File: src/core/event_pwm_consts.svh
// register offsets, field positions, reset values and timing counts of the event-counter pwm unit
`ifndef EVENT_PWM_CONSTS_SVH
`define EVENT_PWM_CONSTS_SVH

// ----------------------------------------------------------------------------
// register offsets (byte addresses)
// ----------------------------------------------------------------------------
`define OFS_PERIOD_CMP    16'hFF8C
`define OFS_LOW_WIDTH     16'hFF8E
`define OFS_EDGE_SELECT   16'hFF92
`define OFS_CLOCK_CTRL    16'hFF94
`define OFS_PORT_ONE_MODE 16'hFFC0
`define OFS_CLOCK_HALT_2  16'hFFFB

// ----------------------------------------------------------------------------
// field positions
// ----------------------------------------------------------------------------
`define BIT_PULSE_ENABLE   1
`define BIT_CLKSEL_LO      1
`define BIT_CLKSEL_HI      3
`define BIT_STANDBY_CANCEL 3
`define BIT_PIN_FUNCTION   5

// ----------------------------------------------------------------------------
// reset values
// ----------------------------------------------------------------------------
`define RST_PERIOD_CMP  16'h0000
`define RST_LOW_WIDTH   16'h0000
`define RST_CLKSEL      3'h0
`define RST_READ_DATA   16'h0000

// ----------------------------------------------------------------------------
// clock-select codes and timing
// ----------------------------------------------------------------------------
`define CLKSEL_SUB_DIV16 3'h6
`define CLKSEL_FORBIDDEN 3'h7
`define CLK_PERIOD_NS    40
`define SUBCLK_PERIOD_NS 30518
`define SUBCLK_DIV_CYC   (`SUBCLK_PERIOD_NS / `CLK_PERIOD_NS)

`endif

File: src/core/event_pwm_pkg.sv
// types shared by the event-counter pwm unit
package event_pwm_pkg;

  typedef enum logic [1:0] {
    UNIT_STANDBY,
    UNIT_HALTED,
    UNIT_RUNNING
  } unit_state_t;

  typedef logic [2:0]  clk_sel_t;
  typedef logic [15:0] word_t;

endpackage

File: src/core/event_counter_pwm_output.sv
// event-counter pwm unit: registers, single 16-bit counter and shared pin control
//
// Function
// - 8192-tick period, 512-tick low at phi/8
// - 16-bit read/write period compare register
// - low-width register sets low pulse length
// - low-width register 16 bits, write-only
// - counter runs as one 16-bit channel
// - standby after reset until cancel bit
// - enable starts pwm, deselects event input
// - documented settings give 93.75 percent high
// - clock select codes phi/2..64, sub/16
// - enable bit 1: run; 0: event input
// - mode bit 5 selects port or pulse pin
`timescale 1ns/10ps
`default_nettype none
`include "event_pwm_consts.svh"

module event_counter_pwm_output
  import event_pwm_pkg::*;
#(
  parameter int SUB_DIV = `SUBCLK_DIV_CYC
) (
  input  wire logic        clk,
  input  wire logic        sys_rst,
  input  wire logic [15:0] regAddr,
  input  wire logic [15:0] regWrData,
  input  wire logic        regWrite,
  input  wire logic        regRead,
  output logic      [15:0] regRdData_q,
  input  wire logic        pinIn,
  output logic             pinOut_q,
  output logic             pinOe_q,
  output logic             eventInput_q,
  output logic             eventSelected_q,
  output logic             portSelected_q,
  output logic             unitRunning_q
);

  // --------------------------------------------------------------------------
  // register state
  // --------------------------------------------------------------------------
  word_t       periodCmp_q;
  word_t       lowWidth_q;
  logic        pulseEnable_q;
  clk_sel_t    clkSel_q;
  logic        standbyCancel_q;
  logic        pinFunction_q;
  unit_state_t state_q;
  unit_state_t state_d;

  // --------------------------------------------------------------------------
  // counter state
  // --------------------------------------------------------------------------
  word_t       count_q;
  word_t       count_d;
  logic        pwmLevel_q;
  logic        pwmLevel_d;
  logic        tick;
  logic        levelNext;
  logic        runNext;
  logic        prescClear;

  // --------------------------------------------------------------------------
  // address decode
  // --------------------------------------------------------------------------
  logic hitPeriod;
  logic hitWidth;
  logic hitEdge;
  logic hitClock;
  logic hitPortMode;
  logic hitHalt;
  logic wrPeriod;
  logic wrWidth;
  logic wrEdge;
  logic wrClock;
  logic wrPortMode;
  logic wrHalt;
  logic unitAwake;
  logic startPulse;
  logic running;
  word_t rdData_d;

  assign hitPeriod   = (regAddr == `OFS_PERIOD_CMP);
  assign hitWidth    = (regAddr == `OFS_LOW_WIDTH);
  assign hitEdge     = (regAddr == `OFS_EDGE_SELECT);
  assign hitClock    = (regAddr == `OFS_CLOCK_CTRL);
  assign hitPortMode = (regAddr == `OFS_PORT_ONE_MODE);
  assign hitHalt     = (regAddr == `OFS_CLOCK_HALT_2);

  // a module in standby ignores writes to its own registers
  assign unitAwake   = standbyCancel_q;
  assign wrPeriod    = regWrite && hitPeriod && unitAwake;
  assign wrWidth     = regWrite && hitWidth && unitAwake;
  assign wrEdge      = regWrite && hitEdge && unitAwake;
  assign wrClock     = regWrite && hitClock && unitAwake;
  assign wrPortMode  = regWrite && hitPortMode;
  assign wrHalt      = regWrite && hitHalt;

  // --------------------------------------------------------------------------
  // read mux
  // --------------------------------------------------------------------------
  // the low-width register is write-only and reads as zero
  assign rdData_d =
      hitPeriod   ? periodCmp_q :
      hitWidth    ? 16'h0000 :
      hitEdge     ? {14'h0000, pulseEnable_q, 1'b0} :
      hitClock    ? {12'h000, clkSel_q, 1'b0} :
      hitPortMode ? {10'h000, pinFunction_q, 5'h00} :
      hitHalt     ? {12'h000, standbyCancel_q, 3'h0} :
                    16'h0000;

  always_ff @(posedge clk) begin
    if (sys_rst) begin
      regRdData_q <= `RST_READ_DATA;
    end else if (regRead) begin
      regRdData_q <= rdData_d;
    end else begin
      regRdData_q <= `RST_READ_DATA;
    end
  end

  // --------------------------------------------------------------------------
  // configuration registers
  // --------------------------------------------------------------------------
  // writes while running are stored as given; software must halt first
  // to change period, width or clock, since the counter compares live values
  always_ff @(posedge clk) begin
    if (sys_rst) begin
      periodCmp_q <= `RST_PERIOD_CMP;
    end else if (wrPeriod) begin
      periodCmp_q <= regWrData;
    end
  end

  always_ff @(posedge clk) begin
    if (sys_rst) begin
      lowWidth_q <= `RST_LOW_WIDTH;
    end else if (wrWidth) begin
      lowWidth_q <= regWrData;
    end
  end

  always_ff @(posedge clk) begin
    if (sys_rst) begin
      pulseEnable_q <= 1'b0;
    end else if (wrEdge) begin
      pulseEnable_q <= regWrData[`BIT_PULSE_ENABLE];
    end
  end

  always_ff @(posedge clk) begin
    if (sys_rst) begin
      clkSel_q <= `RST_CLKSEL;
    end else if (wrClock) begin
      clkSel_q <= regWrData[`BIT_CLKSEL_HI:`BIT_CLKSEL_LO];
    end
  end

  always_ff @(posedge clk) begin
    if (sys_rst) begin
      standbyCancel_q <= 1'b0;
    end else if (wrHalt) begin
      standbyCancel_q <= regWrData[`BIT_STANDBY_CANCEL];
    end
  end

  always_ff @(posedge clk) begin
    if (sys_rst) begin
      pinFunction_q <= 1'b0;
    end else if (wrPortMode) begin
      pinFunction_q <= regWrData[`BIT_PIN_FUNCTION];
    end
  end

  // --------------------------------------------------------------------------
  // unit state
  // --------------------------------------------------------------------------
  always_comb begin
    state_d = state_q;
    case (state_q)
      UNIT_STANDBY: begin
        if (unitAwake) begin
          state_d = UNIT_HALTED;
        end
      end
      UNIT_HALTED: begin
        if (!unitAwake) begin
          state_d = UNIT_STANDBY;
        end else if (pulseEnable_q) begin
          state_d = UNIT_RUNNING;
        end
      end
      UNIT_RUNNING: begin
        if (!unitAwake) begin
          state_d = UNIT_STANDBY;
        end else if (!pulseEnable_q) begin
          state_d = UNIT_HALTED;
        end
      end
      default: begin
        state_d = UNIT_STANDBY;
      end
    endcase
  end

  always_ff @(posedge clk) begin
    if (sys_rst) begin
      state_q <= UNIT_STANDBY;
    end else begin
      state_q <= state_d;
    end
  end

  assign running    = (state_q == UNIT_RUNNING);
  // entry into running restarts both the prescaler and the counter
  assign startPulse = (state_q != UNIT_RUNNING) && (state_d == UNIT_RUNNING);

  // --------------------------------------------------------------------------
  // run control
  // --------------------------------------------------------------------------
  // the next state decides the pin, so pin and run flag change at one edge
  assign runNext    = (state_d == UNIT_RUNNING);
  // a stopped unit holds its prescaler cleared, so every start is alike
  assign prescClear = !running || startPulse;

  // --------------------------------------------------------------------------
  // prescaler
  // --------------------------------------------------------------------------
  pwm_prescaler #(
    .SUB_DIV (SUB_DIV)
  ) u_prescaler (
    .clk     (clk),
    .sys_rst (sys_rst),
    .clear   (prescClear),
    .sel     (clkSel_q),
    .tick_q  (tick)
  );

  // --------------------------------------------------------------------------
  // single 16-bit counter and waveform
  // --------------------------------------------------------------------------
  // one period is compare+1 ticks; the pin is low for data+1 ticks of it;
  // a width at or above the period keeps the pin low throughout
  assign count_d    = (count_q == periodCmp_q) ? 16'h0000 : count_q + 16'h0001;
  assign pwmLevel_d = (count_d > lowWidth_q);
  // level that pwmLevel_q takes at this edge; the pin copies it in step with
  // unitRunning_q, so the low phase shows at the very edge the unit starts
  assign levelNext  = startPulse ? 1'b0 :
                      (running && tick) ? pwmLevel_d : pwmLevel_q;

  always_ff @(posedge clk) begin
    if (sys_rst) begin
      count_q    <= 16'h0000;
      pwmLevel_q <= 1'b1;
    end else if (startPulse) begin
      count_q    <= 16'h0000;
      pwmLevel_q <= 1'b0;
    end else if (!running) begin
      count_q    <= 16'h0000;
      pwmLevel_q <= 1'b1;
    end else if (tick) begin
      count_q    <= count_d;
      pwmLevel_q <= pwmLevel_d;
    end
  end

  // --------------------------------------------------------------------------
  // shared pin
  // --------------------------------------------------------------------------
  // in port mode the pin belongs to the general port logic, so nothing drives it here
  // a halted or stopping unit shows the idle high level on the pin
  always_ff @(posedge clk) begin
    if (sys_rst) begin
      pinOut_q        <= 1'b1;
      pinOe_q         <= 1'b0;
      eventInput_q    <= 1'b0;
      eventSelected_q <= 1'b0;
      portSelected_q  <= 1'b1;
      unitRunning_q   <= 1'b0;
    end else begin
      pinOut_q        <= runNext ? levelNext : 1'b1;
      pinOe_q         <= pinFunction_q && runNext;
      eventSelected_q <= pinFunction_q && !runNext;
      eventInput_q    <= pinFunction_q && !runNext && pinIn;
      portSelected_q  <= !pinFunction_q;
      unitRunning_q   <= runNext;
    end
  end

endmodule // event_counter_pwm_output

`default_nettype wire

File: src/core/pwm_prescaler.sv
// clock prescaler producing the counting enable of the event-counter pwm
`timescale 1ns/10ps
`default_nettype none
`include "event_pwm_consts.svh"

module pwm_prescaler
  import event_pwm_pkg::*;
#(
  parameter int SUB_DIV = `SUBCLK_DIV_CYC
) (
  input  wire logic     clk,
  input  wire logic     sys_rst,
  input  wire logic     clear,
  input  wire clk_sel_t sel,
  output logic          tick_q
);

  // --------------------------------------------------------------------------
  // dividers
  // --------------------------------------------------------------------------
  logic [5:0]  div_q;
  logic [15:0] subDiv_q;
  logic [3:0]  sub16_q;
  logic [5:0]  mask;
  logic        subTick;
  logic        mainHit;
  logic        sub16Hit;
  logic        tick_d;
  logic [15:0] subStart;
  logic [3:0]  sub16Start;

  // per-bit mask: code n divides by 2 to the power n+1
  genvar i;
  generate
    for (i = 0; i < 6; i++) begin : g_mask
      assign mask[i] = (sel >= 3'(i));
    end
  endgenerate

  assign subTick  = (subDiv_q == 16'(SUB_DIV - 1));
  assign mainHit  = ((div_q & mask) == mask);
  assign sub16Hit = subTick && (sub16_q == 4'hF);
  // the forbidden code yields no tick, so a bad setting freezes rather than runs wild
  assign tick_d   = (sel == `CLKSEL_FORBIDDEN) ? 1'b0 :
                    (sel == `CLKSEL_SUB_DIV16) ? sub16Hit : mainHit;

  // clear loads the state one edge past zero: the registered tick costs a cycle,
  // and without this head start the first low phase would be one clock too long
  assign subStart   = (SUB_DIV == 1) ? 16'h0000 : 16'h0001;
  assign sub16Start = (SUB_DIV == 1) ? 4'h1 : 4'h0;

  always_ff @(posedge clk) begin
    if (sys_rst) begin
      div_q    <= 6'h00;
      subDiv_q <= 16'h0000;
      sub16_q  <= 4'h0;
      tick_q   <= 1'b0;
    end else if (clear) begin
      div_q    <= 6'h01;
      subDiv_q <= subStart;
      sub16_q  <= sub16Start;
      tick_q   <= 1'b0;
    end else begin
      div_q    <= div_q + 6'h01;
      subDiv_q <= subTick ? 16'h0000 : subDiv_q + 16'h0001;
      sub16_q  <= subTick ? sub16_q + 4'h1 : sub16_q;
      tick_q   <= tick_d;
    end
  end

endmodule // pwm_prescaler

`default_nettype wire

File: config.mk
export PLATFORM = sky130hd
export DESIGN_NAME = event_counter_pwm_output
export DESIGN_NICKNAME = d
export VERILOG_FILES = /design/src/core/event_pwm_pkg.sv /design/src/core/event_counter_pwm_output.sv /design/src/core/pwm_prescaler.sv
export VERILOG_INCLUDE_DIRS = /design/src /design/src/core
export SDC_FILE = /design/constraint.sdc
export NUM_CORES = 1
export LEC_CHECK = 0
export BUFFER_PORTS_ARGS = -buffer_cell sky130_fd_sc_hd__buf_2
export CORE_ASPECT_RATIO = 0.9
export CORE_MARGIN = 2
export CORE_UTILIZATION = 53
export CTS_CLUSTER_SIZE = 8
export DETAILED_ROUTE_END_ITERATION = 6
export PLACE_DENSITY_LB_ADDON = 0.08
export SKIP_LAST_GASP = 1
export SYNTH_ARGS = -nofsm -noshare
export SYNTH_HDL_FRONTEND = slang
export SYNTH_SLANG_ARGS = --single-unit
File: constraint.sdc
create_clock -name clk -period 3 [get_ports clk]
set_input_delay 0.9 -clock clk [delete_from_list [all_inputs] [get_ports clk]]
set_output_delay 0.9 -clock clk [all_outputs]
set_load 0.01 [all_outputs]
==> metrics.md <==
| Metric | Value |
|---|---|
| Area Overhead vs Synth | `15.20%` |
| Input/output buffers | `58` |
| Post-place instance area | `5729 um^2` |
| CTS Hold Buffers Added | `0` |
| Final WL | `12020 um` |
| Post-synth EDFFs | `0` |
| CP Data Required Time | `3.25 ns` |
| Startpoint types | `flop` |
| Mapped Nets | `651` |
| Final WS setup | `0.06483 ns` |
| CP top delay family | `simple AND/OR/NAND/NOR gates` |
| # placed instances | `768` |
| CTS buffer count | `9` |
| Post-Synth XOR/XNOR Area | `8.588%` |
| CTS sink count | `106` |
| Synth Area in Adders | `5.244%` |
| Fin crit period | `2.935 ns` |
| Net Sw Frac | `21.91%` |
| FF+latch count, synth | `106` |
| Clock root buffer master | `clkbuf_8` |
| Layout cells sized above 1 | `19.48%` |
| Worst path cell trace | `xnor2_1, nand4_1, or4_1, and2_1, ha_1, nor2b_1, o211ai_1, a2111oi_4, o31ai_4, a31oi_1` |
| Most common cell after layout, fill and taps aside | `dfxtp_1` |
| Layout Utilization | `62.32%` |
| Flop pwr share | `60.1%` |
| Hold Fails Final Rpt | `0` |
| Clock share of power | `37.4%` |
| Top FF cell, synth | `dfxtp_1` |
| Clk_lat worst skew | `0.37 ns` |
| Clock transition at path regs | `0.09 ns` |
| Worst Path Max Fanout | `3` |
| Netlist cell types | `50` |
| Worst path bufs/invs | `0` |
| Power Total | `2.344 mW` |
| Post-route DRC | `0` |
| Synth Area per Inst | `8.771 um^2` |
| Post-route ant nets | `0` |
| Drt pass-1 iters | `5` |
| TritonCTS clock tree | `built` |
| Netlist Area Pre-Place | `5201 um^2` |
| Slew margin rel. | `50.33%` |
| Max Freq | `0.3407 GHz` |
| Critical path's slowest cell | `or4_1` |
| Setup Viol. Count Final | `0` |
| Internal | `1.831 mW` |
| Width of the die | `108.4 um` |
| Synth Area in Compound Gates | `6.784%` |
| Max-cap viol count | `0` |
| Die height | `97.98 um` |
| Die ar. | `10620 um^2` |
| CP Capture Type | `flop` |
| Non-filler cells, final | `783` |
| Initial Util | `54.10%` |
| GRT Total Usage | `23.80%` |
| Largest net degree at the start of global routing | `44` |
| Seq/Total Area, Yosys | `40.80%` |
| GRT overflow | `0` |
| Switching Power | `0.5136 mW` |
| Max Slew Vio Count | `0` |
| Starting DRT DRC Count | `201` |
| Critical path class | `reg -> reg` |
| Data arrival time of the worst path | `3.19 ns` |
| Hold slack | `0.4892 ns` |
| H-tree Lvls | `3` |
| Final instance area | `5992 um^2` |
| Combinational power share | `2.5%` |
| Power Density | `391.2 nW/um^2` |
| DP HPWL | `8900 um` |
| Dpl ws | `-0.003191 ns` |
| Wirelength per Cell | `15.36 um` |
| RePlAce Congestion | `0.9425` |
| Status | `finished clean` |
| Ys async rst share | `0%` |
| Top-level port count | `59` |
| Setup total negative slack | `0 ns` |
| Core footprint | `9614 um^2` |
| HP Class | `reg -> reg` |
| Synth Instances | `593` |
| Critical Path Max Stage Delay | `0.58 ns` |
| Post-synthesis mux area share | `7.121%` |
| Vias in the first global route | `4188` |
| Nets | `712` |
| Worst Skew | `0.009883 ns` |
| Post-synthesis simple-gate area fraction | `26.92%` |
| Cell Rows | `34` |
| Leak | `2.180 nW` |
| First-pass GRT wire length | `20050 um` |
| Bufs on Longest Clock Path | `2` |
| Vias | `4369` |
| Most frequent cells in the layout | `dfxtp_1 (100), nor2_1 (91), buf_2 (58)` |
| Warnings from Yosys | `0` |
| Period utilization | `97.84%` |
| Largest family of logic cells by synthesized area | `simple AND/OR/NAND/NOR gates` |
| Least-Margin Pin Slew | `0.7442 ns` |
| Routed vias/inst | `5.580` |
| Antenna diodes | `0` |
| Initial antenna violation count | `0` |
| VDD IR max | `0.3320 mV` |
[routing by layer]
metal	wire [um]	vias to the layer above	GRT usage (%)	share of wire (%)
met4	298	0	9.172	2.5
met1	5505	2054	30.55	46
met3	427	23	5.073	3.6
met2	5792	107	39.04	48
li1	-	2185	-	-
met5	0	-	0	0
[power groups by stage]
| stage | clock [mW] | combinational [mW] | sequential, mW |
|---|---|---|---|
| after floorplan | 0 | 0.0193 | 1.44 |
| after global placement | 0 | 0.0575 | 1.44 |
| after detailed placement | 0 | 0.0586 | 1.44 |
| after CTS | 0.898 | 0.0588 | 1.41 |
| after global routing | 0.948 | 0.0650 | 1.41 |
| final | 0.878 | 0.0589 | 1.41 |
[Yosys cell counts, types with 3 or more instances]
library cell	n	area [um^2]
dfxtp_1	106	2122
nor2_1	91	341.6
mux2i_1	37	370.4
nand3_1	33	165.2
clkbuf_1	31	116.4
nand2_1	31	116.4
xnor2_1	31	271.5
nand4_1	25	156.4
a21oi_1	22	110.1
inv_1	22	82.58
ha_1	21	262.8
xor2_1	20	175.2
and2_1	18	112.6
or4_1	12	90.09
nor4_1	11	68.82
o21ai_0	9	45.04
a31o_2	7	61.31
nor3_1	6	30.03
and3_1	5	31.28
and4_1	4	35.03
nand2b_1	4	25.02
nand3b_1	4	30.03
or3_1	4	25.02
nand4b_1	3	26.28
nor2b_1	3	18.77
[state kept, by name, summed over array words and instances (netlist names)]
signal and cells:
clkSel_q 3, count_q 16, eventInput_q 1, eventSelected_q 1, lowWidth_q 16, periodCmp_q 16, pinFunction_q 1, pinOe_q 1
pinOut_q 1, portSelected_q 1, pulseEnable_q 1, pwmLevel_q 1, regRdData_q 16, standbyCancel_q 1, state_q 2, u_prescaler.div_q 6
u_prescaler.sub16_q 4, u_prescaler.subDiv_q 16, u_prescaler.tick_q 1, unitRunning_q 1
[path summary, 6_finish.rpt]
check | startpoint | endpoint | slack (ns) | cells past startpoint
min | pinFunction_q | portSelected_q | 0.49 | 1
min reg2reg | pinFunction_q | portSelected_q | 0.49 | 1
max reg2reg | periodCmp_q[15] | pwmLevel_q | 0.06 | 10
max | periodCmp_q[15] | pwmLevel_q | 0.06 | 10
[repair_timing]
| action | 4_1_cts | 5_1_grt |
|---|---|---|
| setup endpoints to repair | 2 | 2 |
| pin swaps | 0 | 1 |
| buffers inserted | 0 | 1 |
| gates cloned | 0 | 0 |
| resized for setup | 1 | 16 |
[area by class of cell]
type / instances / area [um^2]
Multi-Input combinational cell: 429 / 2903
Timing Repair Buffer: 86 / 525.5
Fill cell: 837 / 3622
Sequential cell: 106 / 2132
Tap cell: 126 / 157.7
Clock inverter: 4 / 53.80
Inverter: 22 / 82.58
Clock buffer: 10 / 137.6
[cells by family (layout without fill, tap and decap cells)]
family / after synthesis / after routing
simple gates: 265 / 265
flops: 106 / 106
buf+inv: 58 / 122
compound gates: 54 / 54
xor+xnor: 51 / 51
mux: 37 / 37
fa+ha+maj: 22 / 22
Note: power is estimated with default switching activity, not from simulation.
